==> src/hdl/rcc_pkg.sv <==
// package: constants and carrier types of the command classifier
package rcc_pkg;

    // -------------------------------------------------------------
    // command word fields
    // -------------------------------------------------------------
    localparam int ADDR_POS  = 11;
    localparam int DIR_POS   = 10;
    localparam int SUB_POS   = 5;
    localparam int COUNT_POS = 0;
    localparam logic [4:0] BROADCAST_TERMINAL_ADDRESS = 5'h1F;
    localparam logic [4:0] MODE_SUB_LOW  = 5'h00;
    localparam logic [4:0] MODE_SUB_HIGH = 5'h1F;
    localparam logic [4:0] MODE_CODE_SIXTEEN = 5'h10;

    // -------------------------------------------------------------
    // interrupt flag positions and reset values
    // -------------------------------------------------------------
    localparam int BROADCAST_FLAG_POS  = 5;
    localparam int MSG_ERROR_FLAG_POS  = 4;
    localparam int ACCESSED_FLAG_POS   = 3;
    localparam logic [15:0] FLAGS_RESET = 16'h0000;
    localparam logic [15:0] ILLEGAL_RESET = 16'h0000;

    // -------------------------------------------------------------
    // illegalization table window and mode data base in shared ram
    // -------------------------------------------------------------
    localparam logic [15:0] ILLEGAL_BASE = 16'h0200;
    localparam logic [15:0] ILLEGAL_LAST = 16'h02FF;
    localparam logic [15:0] MODE_DATA_BASE = 16'h0400;

    // -------------------------------------------------------------
    // carriers
    // -------------------------------------------------------------
    typedef struct packed {
        logic       sync_ok;
        logic       manchester_ok;
        logic       count_ok;
        logic       parity;
        logic       command_sync;
        logic [15:0] data;
    } rcc_rx_word_t;

    typedef struct packed {
        logic [4:0] address;
        logic       transmit;
        logic [4:0] subaddress_field;
        logic [4:0] count;
    } rcc_command_t;

    typedef struct packed {
        logic       respond;
        logic       message_error;
        logic       mode;
        logic       broadcast;
        logic       undefined_mode;
        logic       reserved_mode;
        logic       data_receive;
        logic       data_transmit;
        logic [5:0] word_count;
        logic [15:0] mode_data_addr;
    } rcc_result_t;

    typedef enum logic [3:0] {
        ST_IDLE   = 4'b0001,
        ST_FETCH  = 4'b0010,
        ST_WAIT   = 4'b0100,
        ST_DECIDE = 4'b1000
    } rcc_state_t;

endpackage

==> src/hdl/rcc_classifier.sv <==
// command validation and classification for a serial-bus remote terminal
//
// Summary of operation
// - broadcast enabled and valid command to address 31 sets flag bit 5
// - message error status during valid message sets flag bit 4
// - valid command with access interrupt in its descriptor sets flag bit 3
// - flag bits 2 to 0 ignore writes and read zero
// - word valid only with good sync, encoding, bit count and odd parity
// - valid command word keeps only its 16 data bits
// - command splits into address, direction, subaddress, count or mode code
// - addressed when address matches latched address; broadcast when it is 31
// - broadcast-invalid set makes address 31 commands invalid, ignored silently
// - subaddress 1 to 30 is data transfer of 1 to 32 words, 0 means 32
// - subaddress 0 or 31 is a mode command with a mode code
// - mode codes 16 to 31 carry one data word, direction set by bit
// - mode codes 0 to 15 carry no data, need direction 1
// - exactly 22 undefined mode combinations
// - undefined-mode-invalid set: undefined modes ignored, no status update
// - undefined-mode-invalid resets to 0, undefined modes use the lookup
// - legal undefined mode: clear status, data word for 17,20,21 transmit
// - illegal command: status with message error only, no data word
// - 27 reserved mode combinations follow their own table entry
// - table entries zero after reset, so all commands respond in form
// - subaddress commands use host descriptor data pointers
// - mode data words go to a fixed location per mode code
// - one illegal bit fetched per valid command; 1 illegal, 0 legal
// - illegal bits live in words 0x0200 to 0x02FF by quadrant and subaddress
`timescale 1ns/1ps

module rcc_classifier
    import rcc_pkg::*;
(
    input  wire logic         i_clock,
    input  wire logic         i_resetn,
    input  wire rcc_rx_word_t i_rx_word,
    input  wire logic         i_rx_valid,
    input  wire logic [4:0]   i_terminal_address,
    input  wire logic         i_broadcast_invalid_bit,
    input  wire logic         i_undefined_mode_invalid_bit,
    input  wire logic [15:0]  i_ram_rdata,
    input  wire logic         i_ram_rvalid,
    input  wire logic         i_descriptor_access_irq,
    input  wire logic         i_message_error_event,
    input  wire logic [15:0]  i_flag_enable,
    input  wire logic         i_flag_clear,
    output logic              o_ram_read,
    output logic [15:0]       o_ram_addr,
    output logic              o_busy,
    output logic              o_result_valid,
    output rcc_result_t       o_result,
    output logic [15:0]       o_flags,
    output logic              o_pending
);

    // ---------------------------------------------------------------
    // decode helpers
    // ---------------------------------------------------------------
    function automatic logic is_mode_sub(input logic [4:0] sub);
        return (sub == MODE_SUB_LOW) || (sub == MODE_SUB_HIGH);
    endfunction

    function automatic logic is_undefined(input logic [4:0] code, input logic tx);
        if (!tx) begin
            return (code < MODE_CODE_SIXTEEN) || (code == 5'h10)
                || (code == 5'h12) || (code == 5'h13);
        end
        return (code == 5'h11) || (code == 5'h14) || (code == 5'h15);
    endfunction

    function automatic logic is_reserved(input logic [4:0] code, input logic tx);
        return (code >= 5'h16) || (tx && code >= 5'h09 && code <= 5'h0F);
    endfunction

    // ---------------------------------------------------------------
    // word acceptance and field split
    // ---------------------------------------------------------------
    logic         word_ok;
    rcc_command_t cmd_in;
    logic         addressed_in;
    logic         bcast_in;
    logic         mode_in;
    logic         undef_in;
    logic         accept_in;

    assign word_ok = i_rx_valid && i_rx_word.command_sync && i_rx_word.sync_ok
        && i_rx_word.manchester_ok && i_rx_word.count_ok
        && ((^i_rx_word.data) ^ i_rx_word.parity);
    assign cmd_in.address          = i_rx_word.data[ADDR_POS +: 5];
    assign cmd_in.transmit         = i_rx_word.data[DIR_POS];
    assign cmd_in.subaddress_field = i_rx_word.data[SUB_POS +: 5];
    assign cmd_in.count            = i_rx_word.data[COUNT_POS +: 5];
    assign addressed_in = cmd_in.address == i_terminal_address;
    assign bcast_in     = (cmd_in.address == BROADCAST_TERMINAL_ADDRESS)
        && !i_broadcast_invalid_bit;
    assign mode_in  = is_mode_sub(cmd_in.subaddress_field);
    assign undef_in = mode_in && is_undefined(cmd_in.count, cmd_in.transmit);
    // broadcast transmit to a data subaddress has no meaning on the bus
    assign accept_in = word_ok && (addressed_in || bcast_in)
        && !(undef_in && i_undefined_mode_invalid_bit)
        && !(bcast_in && !addressed_in && cmd_in.transmit && !mode_in);

    // ---------------------------------------------------------------
    // sequencing
    // ---------------------------------------------------------------
    rcc_state_t   state;
    rcc_state_t   next_state;
    rcc_command_t cmd;
    logic         cmd_bcast;
    logic [15:0]  illegal_word;

    always_comb begin
        next_state = state;
        unique case (state)
            ST_IDLE:   if (word_ok && accept_in) next_state = ST_FETCH;
            ST_FETCH:  next_state = ST_WAIT;
            ST_WAIT:   if (i_ram_rvalid) next_state = ST_DECIDE;
            ST_DECIDE: next_state = ST_IDLE;
            default:   next_state = ST_IDLE;
        endcase
    end

    always_ff @(posedge i_clock or negedge i_resetn) begin
        if (!i_resetn) begin
            state <= ST_IDLE;
        end else begin
            state <= next_state;
        end
    end

    always_ff @(posedge i_clock or negedge i_resetn) begin
        if (!i_resetn) begin
            cmd       <= '0;
            cmd_bcast <= 1'b0;
        end else if (state == ST_IDLE && accept_in) begin
            cmd       <= cmd_in;
            cmd_bcast <= bcast_in && !addressed_in;
        end
    end

    // ---------------------------------------------------------------
    // illegalization fetch
    // ---------------------------------------------------------------
    // quadrant: {broadcast, transmit}; word pair per subaddress, odd word
    // holds counts or codes 16 to 31
    logic [15:0] table_addr;
    assign table_addr = ILLEGAL_BASE | {8'h00, cmd_bcast, cmd.transmit,
        cmd.subaddress_field, cmd.count[4]};

    assign o_ram_read = state == ST_FETCH;
    assign o_ram_addr = table_addr;
    assign o_busy     = state != ST_IDLE;

    always_ff @(posedge i_clock or negedge i_resetn) begin
        if (!i_resetn) begin
            illegal_word <= ILLEGAL_RESET;
        end else if (state == ST_WAIT && i_ram_rvalid) begin
            illegal_word <= i_ram_rdata;
        end
    end

    // ---------------------------------------------------------------
    // response decision
    // ---------------------------------------------------------------
    logic        illegal;
    logic        cmd_mode;
    logic        cmd_undef;
    logic        with_data;
    rcc_result_t next_result;

    assign illegal   = illegal_word[cmd.count[3:0]];
    assign cmd_mode  = is_mode_sub(cmd.subaddress_field);
    assign cmd_undef = cmd_mode && is_undefined(cmd.count, cmd.transmit);
    // undefined codes 16,18,19 with receive have no data word
    assign with_data = cmd_mode && cmd.count >= MODE_CODE_SIXTEEN
        && !(cmd_undef && !cmd.transmit);

    always_comb begin
        next_result                = '0;
        next_result.respond        = !cmd_bcast;
        next_result.message_error  = illegal;
        next_result.mode           = cmd_mode;
        next_result.broadcast      = cmd_bcast;
        next_result.undefined_mode = cmd_undef;
        next_result.reserved_mode  = cmd_mode && is_reserved(cmd.count, cmd.transmit);
        if (cmd_mode) begin
            next_result.data_receive   = with_data && !cmd.transmit;
            next_result.data_transmit  = with_data && cmd.transmit && !illegal;
            next_result.word_count     = with_data ? 6'h01 : 6'h00;
            next_result.mode_data_addr = MODE_DATA_BASE
                | {10'h000, cmd.transmit, cmd.count};
        end else begin
            next_result.data_receive  = !cmd.transmit;
            next_result.data_transmit = cmd.transmit && !illegal;
            next_result.word_count    = (cmd.count == 5'h00) ? 6'h20 : {1'b0, cmd.count};
        end
    end

    always_ff @(posedge i_clock or negedge i_resetn) begin
        if (!i_resetn) begin
            o_result       <= '0;
            o_result_valid <= 1'b0;
        end else begin
            o_result_valid <= state == ST_DECIDE;
            if (state == ST_DECIDE) begin
                o_result <= next_result;
            end
        end
    end

    // ---------------------------------------------------------------
    // interrupt flags
    // ---------------------------------------------------------------
    // set beats clear so an event in the clearing cycle is kept
    logic [15:0] flag_set;
    always_comb begin
        flag_set = 16'h0000;
        flag_set[BROADCAST_FLAG_POS] = state == ST_DECIDE && cmd_bcast;
        flag_set[MSG_ERROR_FLAG_POS] = i_message_error_event;
        flag_set[ACCESSED_FLAG_POS]  = state == ST_DECIDE && i_descriptor_access_irq;
    end

    always_ff @(posedge i_clock or negedge i_resetn) begin
        if (!i_resetn) begin
            o_flags <= FLAGS_RESET;
        end else begin
            o_flags <= ((i_flag_clear ? 16'h0000 : o_flags) | flag_set) & 16'h0038;
        end
    end

    assign o_pending = |(o_flags & i_flag_enable);

endmodule

==> config.mk <==
export PLATFORM = sky130hd
export DESIGN_NAME = rcc_classifier
export DESIGN_NICKNAME = d
export VERILOG_FILES = /design/src/hdl/rcc_pkg.sv /design/src/hdl/rcc_classifier.sv
export SDC_FILE = /design/constraint.sdc
export NUM_CORES = 1
export LEC_CHECK = 0
export ABC_AREA = 1
export BUFFER_PORTS_ARGS = -buffer_cell sky130_fd_sc_hd__clkbuf_2
export CAP_MARGIN = 40
export CELL_PAD_IN_SITES_DETAIL_PLACEMENT = 1
export CELL_PAD_IN_SITES_GLOBAL_PLACEMENT = 2
export CORE_MARGIN = 5
export CORE_UTILIZATION = 26
export DETAILED_ROUTE_END_ITERATION = 7
export PLACE_DENSITY = 0.76
export SETUP_SLACK_MARGIN = 0.3
export SLEW_MARGIN = 25
export SYNTH_ARGS = -nofsm -noshare
export SYNTH_HDL_FRONTEND = slang
export SYNTH_SLANG_ARGS = --single-unit
==> constraint.sdc <==
create_clock -name i_clock -period 2.1 [get_ports i_clock]
set_input_delay 0.42 -clock i_clock [delete_from_list [all_inputs] [get_ports i_clock]]
set_output_delay 0.42 -clock i_clock [all_outputs]
set_load 0.1 [all_outputs]
[After elaboration in Yosys (flattened, before gate mapping)]
Cells that the tools add are included.
Storage, ports and cells
  bits in registers: 66
  input bits: 67
  output and inout bits: 66
  logic and storage cells: 122
Cells by class
  order comparisons: 7
  equality and inequality tests: 23
  mux-type cells: 12
  bitwise operators: 3
  reduce and logical (&&, ||, !) cells: 59
Operators by type and width (count)
  $eq 5x5->1 const B: 15
  $logic_and 1x1->1: 30
  $and 6x16->16: 1
  $reduce_or 16->1: 1
  $reduce_xor 16->1: 1
  $logic_not 5->1: 3
  $logic_or 1x1->1: 14
  $mux 6: 2
  $pmux 4 s3: 1
  $mux 11: 1
  $ge 5x5->1 const B: 2
  $lt 5x5->1 const B: 2
  $logic_not 1->1: 9
  $mux 4: 2
  $mux 8: 1
  $or 6x6->6: 1
  $eq 5x5->1: 1
  $ge 5x4->1 const B: 1
  $le 5x4->1 const B: 1
  $lt 4x5->1 const B: 1
  $bmux 1 s4: 1
  $eq 4x1->1 const B: 1
  $eq 4x2->1 const B: 1
  $eq 4x3->1 const B: 1
  6 further kinds: 10

[Logic depth before layout (Yosys ltp)]
Gate-level depths: netlist of run 1.
  depth after elaboration: 13
  mapped depth: 17
  mapped depth without buffers: 16

[Worst setup path after synthesis of run 1]
No wires, ideal clock.
  path kind: flip-flop to flip-flop
  start point: reg state[3]
  end point: reg state[0]
  library setup time: 0.115 ns
  arrival time: 2.971 ns
  data required time: 1.985 ns
  setup slack: -0.986 ns
  stages on the path, launching flop included: 7
  path buffers: 0
  period minus slack after synthesis: 3.086 ns
  cell sequence: dfrtp_1 nor2_1 inv_1 nor3_1 inv_1 nand3_1 o21ai_0
RTL lines
  from (decl): line rcc_classifier.sv:105  | rcc_state_t state;
  from (signal assigned): line rcc_classifier.sv:126  | state <= next_state;
  $eq 4x2->1
  via o_ram_read: line rcc_classifier.sv:46  | output logic o_ram_read,
  $pmux 4 s3: line rcc_classifier.sv:113  | unique case (state)
The timed path passes the listed nets, and every way through them passes these cells.
A chain may end at the register's enable or synchronous reset.

[Worst setup path after layout of run 1]
  start point: reg state[0]
  end point: out o_busy
On the way
  cells in the longest elaborated chain, start to end: 1
RTL lines
  $ne 4x1->1: line rcc_classifier.sv:151  | assign o_busy = state != ST_IDLE;
  to (decl): line rcc_classifier.sv:48  | output logic o_busy,
Every way passes these cells.

==> results of run 1 <==
routing by layer:
layer	vias to the layer above	routed length [µm]	track usage, %
met5	-	0	0
met4	0	127	3.99
met3	6	475	2.26
met2	75	4390	20.9
met1	1382	3900	14.9
li1	1479	-	-
cell families (layout without fill, tap and decap cells):
family	Yosys count	after routing	share of synthesized area, %
AOI/OAI and AO/OA	52	52	9.34
xor gates and xnor gates	5	5	1.33
adders and majority gates	6	6	2.28
buffers and inverters	112	175	17.6
DFF	56	56	42.5
muxes	4	4	1.37
other	2	30	0.228
and+or+nand+nor	202	203	25.3
power groups by stage:
stage	sequential [mW]	combinational [mW]	clock, mW
floorplan	1.15	0.509	0
global placement	1.15	0.618	0
detailed placement	1.15	0.630	0
CTS	1.13	0.638	0.841
global route	1.13	0.727	0.882
finish	1.13	0.670	0.805
registers in the layout, summed over array words and instances, names as in the netlist:
register	count
cmd	4
cmd_bcast	1
illegal_word	16
o_flags	3
o_ram_addr	7
o_result	20
o_result_valid	1
state	4
placed cells by master (no fill, tap or decap), drive strengths merged, types with 3 or more instances in the layout:
cell type  synthesis  routed
nand2            138     139
clkbuf             7      90
inv               61      61
dfrtp             55      55
conb               2      30
o21ai             30      30
nor2              30      30
nand3             26      26
buf               44      23
ha                 6       6
mux2               4       4
xor2               4       4
o22ai              4       4
a21oi              3       3
nand4              3       3
o31ai              3       3
nor3               3       3
area by class of cell:
class                      instances  area, µm²
sequential                        56       1410
clock inverter                     1       5.00
tap                              172        215
fill                            1591       8330
timing repair buffer             106        656
inverter                          61        244
multi-input combinational        300       1530
clock buffer                       7        133
critical path, cell delays in order (launching register included):
cell and delay, ns:
dfstp_2 0.53, inv_1 0.05, nor3_2 0.26, inv_2 0.10
buf_12 0.18
stage by stage:
step	instances	power [mW]
2_1_floorplan	467	1.66
3_3_place_gp	685	1.77
3_5_place_dp	685	1.78
4_1_cts	696	2.61
5_1_grt	703	2.74
6_report	703	2.60
what timing repair did:
item | 4_1_cts | 5_1_grt
endpoints found under the setup margin | 2 | 18
endpoints found under the hold margin | 0 | 0
pin swaps | 2 | 17
buffers inserted | 3 | 5
gates resized for setup | 3 | 42
gates cloned | 0 | 2
final timing paths:
kind / to / slack, ns
max: o_busy / 0.27
min: illegal_word[0] / 0.09
max reg2reg: o_ram_addr[6] / 0.37
min reg2reg: o_result[20] / 0.49
max in group asynchronous: state[0] / 1.37
min in group i_clock: o_flags[4] / 0.32
==> qor.yml, run 1 <==
run_status:
  status: "finished, final reports clean"
power_and_ir_drop:
  comb_power_share_pct: 25.7
  peakVddDrop_v: 0.000399
  p_int_mw: 1.71
  p_sw_share_pct: 34.3
  p_leak_nw: 2.28
  seqPwrFrac_pct: 43.4
  switching_power_mw: 0.893
  power_density_mw_per_mm2: 621
  p_clk_share_pct: 30.9
clock_network:
  numCtsBuffers: 5
  clock_path_buffers: 2
  cts_hold_buf: 0
  worstSkewPairLatency_ns: 0.29
  numClockSinks: 56
  cts_tree: "built"
  htree_num_levels: 2
  root_buffer: "clkbuf_16"
  clk_pin_slew_ns: 0.07
sta:
  fin_tns_setup_ns: 0
  rsz0062_at_grt: "true"
  finalHoldViolCount: 0
  period_share_pct: 87.3
  finalCriticalPeriod_ns: 1.83
  whs_ns: 0.0878
  worst_pin_slew_ns: 0.558
  drv_slew: 0
  fin_skew_ns: 0.00354
  setup_violations: 0
  slew_headroom_pct: 63.0
  max_freq_ghz: 0.545
  layout_setup_ws_ns: 0.267
finish:
  nNetsFinal: 603
  finish.instance_area_mm2: 0.00419
  num_antenna_cells: 0
  synthToLayoutAreaGrowth_pct: 27.1
  drive_gt1_share_pct: 28.6
  final_util_pct: 33.5
yosys:
  ys.flop_type: "dfrtp_1"
  postSynthAreaPerCell_um2: 7.51
  synthTopCellsByArea: "dfrtp_1 (42%), nand2_1 (16%), buf_4 (9.1%)"
  yosysMostFrequentCell: "nand2_1"
  synth_cells: 439
  async_flop_share_pct: 100
  synth_edf_count: 0
  yosys-top-cells-count: "nand2_1 (137), inv_1 (59), dfrtp_1 (55)"
  synth_cell_types: 38
  synth_area_leader_cell: "dfrtp_1"
  ys_ff_latch: 56
  synthesis.area_mm2: 0.00330
  seq_area_frac_synth_pct: 42.5
  ys_warn_count: 0
  synth_top_area_share_pct: 41.7
global_routing:
  antenna_found_initial: 0
  grt_overflow_total: 0
  grt_pass1_vias: 3067
  grt_first_pass_wirelength_um: 14400
  grtUsageTotal_pct: 12.0
  grt_max_degree: 39
die:
  rows: 41
  die_h_um: 123
  start_util_pct: 26.3
  io_pins: 133
  die_x_um: 123
  dieArea_mm2: 0.0150
  core-area_mm2: 0.0125
route:
  postRouteAntennaNets: 0
  route.detailed.drc: 0
  wl_per_cell_um: 12.6
  drtIter0Drc: 112
  vias: 2942
  wl_um: 8890
  drt_pre_antenna_iters: 4
  vias_per_cell: 4.18
setup_path:
  required_ns: 1.68
  cp-startpoint: "state[0]"
  end_kind: "primary output"
  r2r_cells: 9
  critPathKind: "flip-flop to primary output"
  path_max_fanout: 3
  timing.rr.start: "state[0]"
  critPathArrivalTime_ns: 1.41
  startpoint_type: "flip-flop"
min_path:
  hold_class: "input port to async pin"
placed_design:
  dp_slack_ns: 0.00232
  gp_congestion: 0.759
  dpl_cell_area_mm2: 0.00384
  portBuffers: 89
  dp_hpwl_um: 7010
run:
  drv_cap: 0
No activity file was read; power rests on OpenSTA's default activity.
==> run 2, diff against run 1 <==
--- a/config.mk
+++ b/config.mk
@@ -11,9 +11,10 @@
 export CELL_PAD_IN_SITES_DETAIL_PLACEMENT = 1
 export CELL_PAD_IN_SITES_GLOBAL_PLACEMENT = 2
 export CORE_MARGIN = 5
-export CORE_UTILIZATION = 26
+export CORE_UTILIZATION = 28
 export DETAILED_ROUTE_END_ITERATION = 7
-export PLACE_DENSITY = 0.76
+export PLACE_DENSITY = 0.82
+export RECOVER_POWER = 50
 export SETUP_SLACK_MARGIN = 0.3
 export SLEW_MARGIN = 25
 export SYNTH_ARGS = -nofsm -noshare
==> constraint.sdc (replaced) <==
create_clock -name i_clock -period 2.3 [get_ports i_clock]
set_input_delay 0.46 -clock i_clock [delete_from_list [all_inputs] [get_ports i_clock]]
set_output_delay 0.46 -clock i_clock [all_outputs]
set_load 0.1 [all_outputs]
==> qor.yml, run 2 (synthesized netlist as in run 1, its figures left out) <==
min_path:
  hold_class: "input port to flip-flop"
  min-delay-start: "i_message_error_event"
clock_network:
  htree_num_levels: 2  # unchanged
  worstSkewPairLatency_ns: 0.29  # about the same
  numClockSinks: 56  # unchanged
  root_buffer: "clkbuf_16"
  cts_tree: "built"
  clock_path_buffers: 2  # unchanged
  clk_pin_slew_ns: 0.07  # about the same
  numCtsBuffers: 5  # unchanged
power_and_ir_drop:
  seqPwrFrac_pct: 44.1  # +0.7 points
  peakVddDrop_v: 0.000261  # -35%
  p_int_mw: 1.56  # -9.0%
  power_density_mw_per_mm2: 596  # -4.1%
  comb_power_share_pct: 23.8  # -1.9 points
  p_sw_share_pct: 33.6  # -0.68 points
  switching_power_mw: 0.789  # -12%
  p_leak_nw: 2.25  # -1.6%
  p_clk_share_pct: 32.1  # +1.2 points
run_status:
  status: "finished, final reports clean"
sta:
  setup_violations: 0  # unchanged
  slew_headroom_pct: 7.30  # -56 points
  period_share_pct: 81.9
  finalCriticalPeriod_ns: 1.88
  finalHoldViolCount: 0  # unchanged
  max_freq_ghz: 0.531
  fin_skew_ns: 0.00879  # +0.00525 ns
  rsz0062_at_grt: "true"
  drv_slew: 0  # unchanged
  worst_pin_slew_ns: 1.39  # +0.833 ns
  whs_ns: 0.371  # +0.283 ns
die:
  dieArea_mm2: 0.0140  # -6.6%
  die_h_um: 119  # -3.3%
  io_pins: 133  # unchanged
  core-area_mm2: 0.0115  # -8.4%
  start_util_pct: 28.8  # +2.4 points
  rows: 39  # -4.9%
  die_x_um: 119  # -3.3%
setup_path:
  cp_top_family: "buffers and inverters"
  timing.rr.start: "cmd[1]"
  required_ns: 1.84  # +0.16 ns
  end_kind: "primary output"
  cp-startpoint: "state[3]"
  critPathKind: "flip-flop to primary output"
  path_max_fanout: 3  # unchanged
  crit_chain: "nor2_1, inv_1, nor3_4, clkbuf_4"
  critPathArrivalTime_ns: 1.42  # about the same
  slowest_stage: "dfrtp_1"
  critical_path_buf_inv_count: 2  # -1
  cpPeakStageDelay_ns: 0.40  # -0.13 ns
  startpoint_type: "flip-flop"
route:
  drtIter0Drc: 97  # -13%
  postRouteAntennaNets: 0  # unchanged
  wl_um: 8410  # -5.3%
  route.detailed.drc: 0  # unchanged
  drt_pre_antenna_iters: 4  # unchanged
  vias_per_cell: 4.29  # +2.6%
  vias: 2855  # -3.0%
  wl_per_cell_um: 12.7  # about the same
global_routing:
  grtUsageTotal_pct: 12.0  # -0.024 points
  grt_pass1_vias: 3093  # +0.85%
  antenna_found_initial: 0  # unchanged
  grt_overflow_total: 0  # unchanged
  grt_max_degree: 57  # +46%
  grt_first_pass_wirelength_um: 14300  # -0.29%
finish:
  layout_commonest_cell: "nand2_1"
  fill_cells: 1451  # -8.8%
  final_cell_mix: "nand2_1 (137), clkbuf_2 (88), inv_1 (59)"
  drive_gt1_share_pct: 23.4  # -5.3 points
  nNetsFinal: 594  # -1.5%
  num_antenna_cells: 0  # unchanged
  layout.cells.non_filler: 665  # -5.4%
  top_register: "o_result"
  largest_reg_flops: 20  # unchanged
  synthToLayoutAreaGrowth_pct: 19.4
placed_design:
  gp_congestion: 0.774  # +2.0%
  dp_hpwl_um: 6920  # -1.3%
  portBuffers: 89  # unchanged
  dp_cells: 655  # -4.4%
run:
  drv_cap: 0  # unchanged
==> run 2: changes by cell type in the layout (fill, tap and decap cells not counted), moves of 4 or more <==
| cell | change |
|---|---|
| clkbuf_2 | +5 |
| dfrtp_2 | -4 |
| dfrtp_1 | +4 |
| nand3_2 | -6 |
| buf_6 | -6 |
| nand3_1 | +7 |
| buf_4 | -5 |
| inv_1 | +7 |
==> run 2: per-layer routing <==
metal | global-route usage, % | vias to the layer above | wire length, µm | share of wire (%)
li1 | - | 1461 | - | -
met2 | 21.1 | 71 | 4200 | 50
met5 | 0 | - | 0 | 0
met4 | 3.40 | 0 | 88 | 1.0
met1 | 15.0 | 1319 | 3760 | 45
met3 | 2.15 | 4 | 364 | 4.3
==> run 2: power groups by stage <==
| stage | sequential [mW] | combinational, mW | clock (mW) |
|---|---|---|---|
| after CTS | 1.03 | 0.567 | 0.788 |
| final | 1.03 | 0.559 | 0.753 |
| after floorplan | 1.05 | 0.459 | 0 |
| after detailed placement | 1.05 | 0.563 | 0 |
| after global routing | 1.04 | 0.608 | 0.826 |
| after global placement | 1.05 | 0.553 | 0 |
==> run 2: timing repair <==
item / in CTS / in global routing
setup endpoints to repair: 14 / 3
pin swaps: 1 / 1
setup buffers: 2 / 0
gates resized for setup: 3 / 1
hold buffers: 0 / 0
==> run 2: path summary, 6_finish.rpt <==
| check | endpoint | slack (ns) | cells after the start |
|---|---|---|---|
| min in group asynchronous | illegal_word[0] | 0.57 | 2 |
| max | o_ram_read | 0.42 | 4 |
| min | o_flags[4] | 0.37 | 2 |
| min reg2reg | o_result[26] | 0.49 | 2 |
| max in group asynchronous | o_flags[4] | 0.89 | 2 |
| max reg2reg | o_result[22] | 0.55 | 6 |
==> run 2: through the flow <==
stage	total power, mW	worst slack (ns)	TNS (ns)	utilization (%)	cell area [µm²]
after global routing	2.47	0.296	0	34.3	3940
after CTS	2.39	0.371	0	34.4	3950
final	2.35	0.417	0	34.3	3940
after global placement	1.60	-0.0209	-0.217	32.9	3770
after floorplan	1.51	0.338	0	-	3420
after detailed placement	1.62	-0.0771	-0.791	32.9	3770
==> run 2: cell type report <==
cell class              instances  area, µm²  share of cell area [%]
well taps                     143        179                    4.54
flip-flops and latches         56       1400                    35.6
clock inverters                 2       10.0                   0.254
clock buffers                   6        139                    3.53
multi-input cells             299       1450                    36.8
repair buffers                 98        528                    13.4
inverters                      61        229                    5.82
==> run 3, diff against run 2 <==
--- a/config.mk
+++ b/config.mk
@@ -11,9 +11,9 @@
 export CELL_PAD_IN_SITES_DETAIL_PLACEMENT = 1
 export CELL_PAD_IN_SITES_GLOBAL_PLACEMENT = 2
 export CORE_MARGIN = 5
-export CORE_UTILIZATION = 28
+export CORE_UTILIZATION = 26
 export DETAILED_ROUTE_END_ITERATION = 7
-export PLACE_DENSITY = 0.82
+export PLACE_DENSITY = 0.76
 export RECOVER_POWER = 50
 export SETUP_SLACK_MARGIN = 0.3
 export SLEW_MARGIN = 25
==> constraint.sdc (replaced) <==
create_clock -name i_clock -period 1.9 [get_ports i_clock]
set_input_delay 0.38 -clock i_clock [delete_from_list [all_inputs] [get_ports i_clock]]
set_output_delay 0.38 -clock i_clock [all_outputs]
set_load 0.1 [all_outputs]
==> qor.yml, run 3 (synthesized netlist as in run 1, its figures left out) <==
setup_path:
  critPathKind: "flip-flop to primary output"
  crit_chain: "inv_2, nor3_4, inv_2, buf_12"
  required_ns: 1.52  # -0.32 ns
  r2r_cells: 7  # +1
  critPathArrivalTime_ns: 1.36  # -0.06 ns
  cp-startpoint: "state[0]"
  cpPeakStageDelay_ns: 0.57  # +0.17 ns
  crit_end: "o_busy"
  timing.rr.start: "state[2]"
  slowest_stage: "dfstp_2"
  rr_endpoint: "o_result[25]"
  r2r_setup_slack_ns: 0.31  # -0.24 ns
  crit_top_cell: "inv_2"
  end_kind: "primary output"
  path_max_fanout: 3  # unchanged
  startpoint_type: "flip-flop"
global_routing:
  grtUsageTotal_pct: 12.4  # +0.38 points
  antenna_found_initial: 0  # unchanged
  grt_pass1_vias: 3327  # +7.6%
  grt_max_degree: 30  # -47%
  grt_overflow_total: 0  # unchanged
  grt_first_pass_wirelength_um: 15200  # +6.1%
finish:
  num_antenna_cells: 0  # unchanged
  regArea_mm2: 0.00141  # +0.53%
  nNetsFinal: 616  # +3.7%
  final_util_pct: 34.9  # +0.53 points
  layout_commonest_cell: "nand2_1"
  finish.instance_area_mm2: 0.00436  # +11%
  largest_reg_flops: 20  # unchanged
  fill_cells: 1573  # +8.4%
  drive_gt1_share_pct: 33.1  # +9.7 points
  multi_input_area_mm2: 0.00159  # +9.9%
  top_register: "o_result"
  final_cell_mix: "nand2_1 (126), clkbuf_2 (81), dfrtp_1 (49)"
  synthToLayoutAreaGrowth_pct: 32.4
route:
  drtIter0Drc: 102  # +5.2%
  vias_per_cell: 4.17  # -2.8%
  vias: 2988  # +4.7%
  wl_um: 8950  # +6.4%
  postRouteAntennaNets: 0  # unchanged
  wl_per_cell_um: 12.5  # -1.2%
  drt_pre_antenna_iters: 4  # unchanged
  route.detailed.drc: 0  # unchanged
power_and_ir_drop:
  p_leak_nw: 2.33  # +3.9%
  peakVddDrop_v: 0.000328  # +26%
  power_density_mw_per_mm2: 674  # +13%
clock_network:
  cts_tree: "built"
  worstSkewPairLatency_ns: 0.29  # about the same
  htree_num_levels: 2  # unchanged
  root_buffer: "clkbuf_16"
  numCtsBuffers: 5  # unchanged
  clock_path_buffers: 2  # unchanged
  clk_pin_slew_ns: 0.06  # about the same
  numClockSinks: 56  # unchanged
placed_design:
  gp_congestion: 0.767  # -0.99%
  portBuffers: 89  # unchanged
  dpl_cell_area_mm2: 0.00397  # +5.2%
  dp_hpwl_um: 7240  # +4.6%
min_path:
  hold_depth: 2  # unchanged
  hold_class: "input port to flip-flop"
sta:
  slew_headroom_pct: 1.20  # -6.1 points
  worst_pin_slew_ns: 1.48  # +0.0914 ns
  max_freq_ghz: 0.573
  finalHoldViolCount: 0  # unchanged
  fin_skew_ns: 0.00251  # -0.00629 ns
  setup_violations: 0  # unchanged
  finalCriticalPeriod_ns: 1.74
  drv_slew: 0  # unchanged
  rsz0062_at_grt: "true"
  period_share_pct: 91.8
  whs_ns: 0.283  # -0.0879 ns
die:
  core-area_mm2: 0.0125  # +9.2%
  die_x_um: 123  # +3.5%
  rows: 41  # +5.1%
  start_util_pct: 26.3  # -2.4 points
  io_pins: 133  # unchanged
  dieArea_mm2: 0.0150  # +7.0%
  die_h_um: 123  # +3.5%
run_status:
  status: "finished, final reports clean"
run:
  drv_cap: 0  # unchanged
==> run 3: worst min-delay path by stage <==
stage,start,endpoint
6_report,i_message_error_event,o_flags[4]
5_1_grt,i_message_error_event,o_flags[4]
4_1_cts,i_resetn,illegal_word[3]
3_5_place_dp,i_resetn,illegal_word[3]
3_3_place_gp,i_resetn,illegal_word[3]
2_1_floorplan,i_resetn,cmd[0]
==> run 3: layer usage <==
metal | share of wire, % | global-route usage, %
met1 | 42 | 14.6
met2 | 51 | 22.9
met3 | 5.4 | 2.30
met4 | 1.1 | 3.15
met5 | 0 | 0
==> run 3: power breakdown <==
| group | total (mW) | switching, mW | internal (mW) |
|---|---|---|---|
| combinational | 0.771 | 0.578 | 0.193 |
| sequential | 1.25 | 0.0244 | 1.23 |
| clock | 0.917 | 0.391 | 0.527 |
==> run 3: repair_timing <==
action | CTS | global route
resized for setup | 29 | 29
cloned | 2 | 0
setup buffers | 7 | 3
pin swaps | 17 | 16
hold buffers | 0 | 0
endpoints found under the setup margin | 20 | 32
==> run 3: worst max-delay path: cells and delay by family (launching register included) <==
| kind | cells | cell delay [ns] |
|---|---|---|
| simple gates | 1 | 0.20 |
| flops | 1 | 0.57 |
| buf+inv | 3 | 0.31 |
==> run 3: layout make-up <==
cell class	count	share of cell area (%)
multi-input cells	300	36.5
flip-flops and latches	56	32.3
repair buffers	119	17.2
inverters	61	5.71
well taps	172	4.93
clock buffers	8	3.35
==> run 3: per-stage QoR <==
step / std cells / TNS [ns] / worst slack, ns / power, mW
CTS: 713 / 0 / 0.163 / 2.96
finish: 716 / 0 / 0.156 / 2.94
detailed placement: 696 / -1.85 / -0.149 / 1.99
global route: 716 / 0 / 0.100 / 3.09
floorplan: 467 / 0 / 0.176 / 1.84
global placement: 696 / -1.45 / -0.116 / 1.98
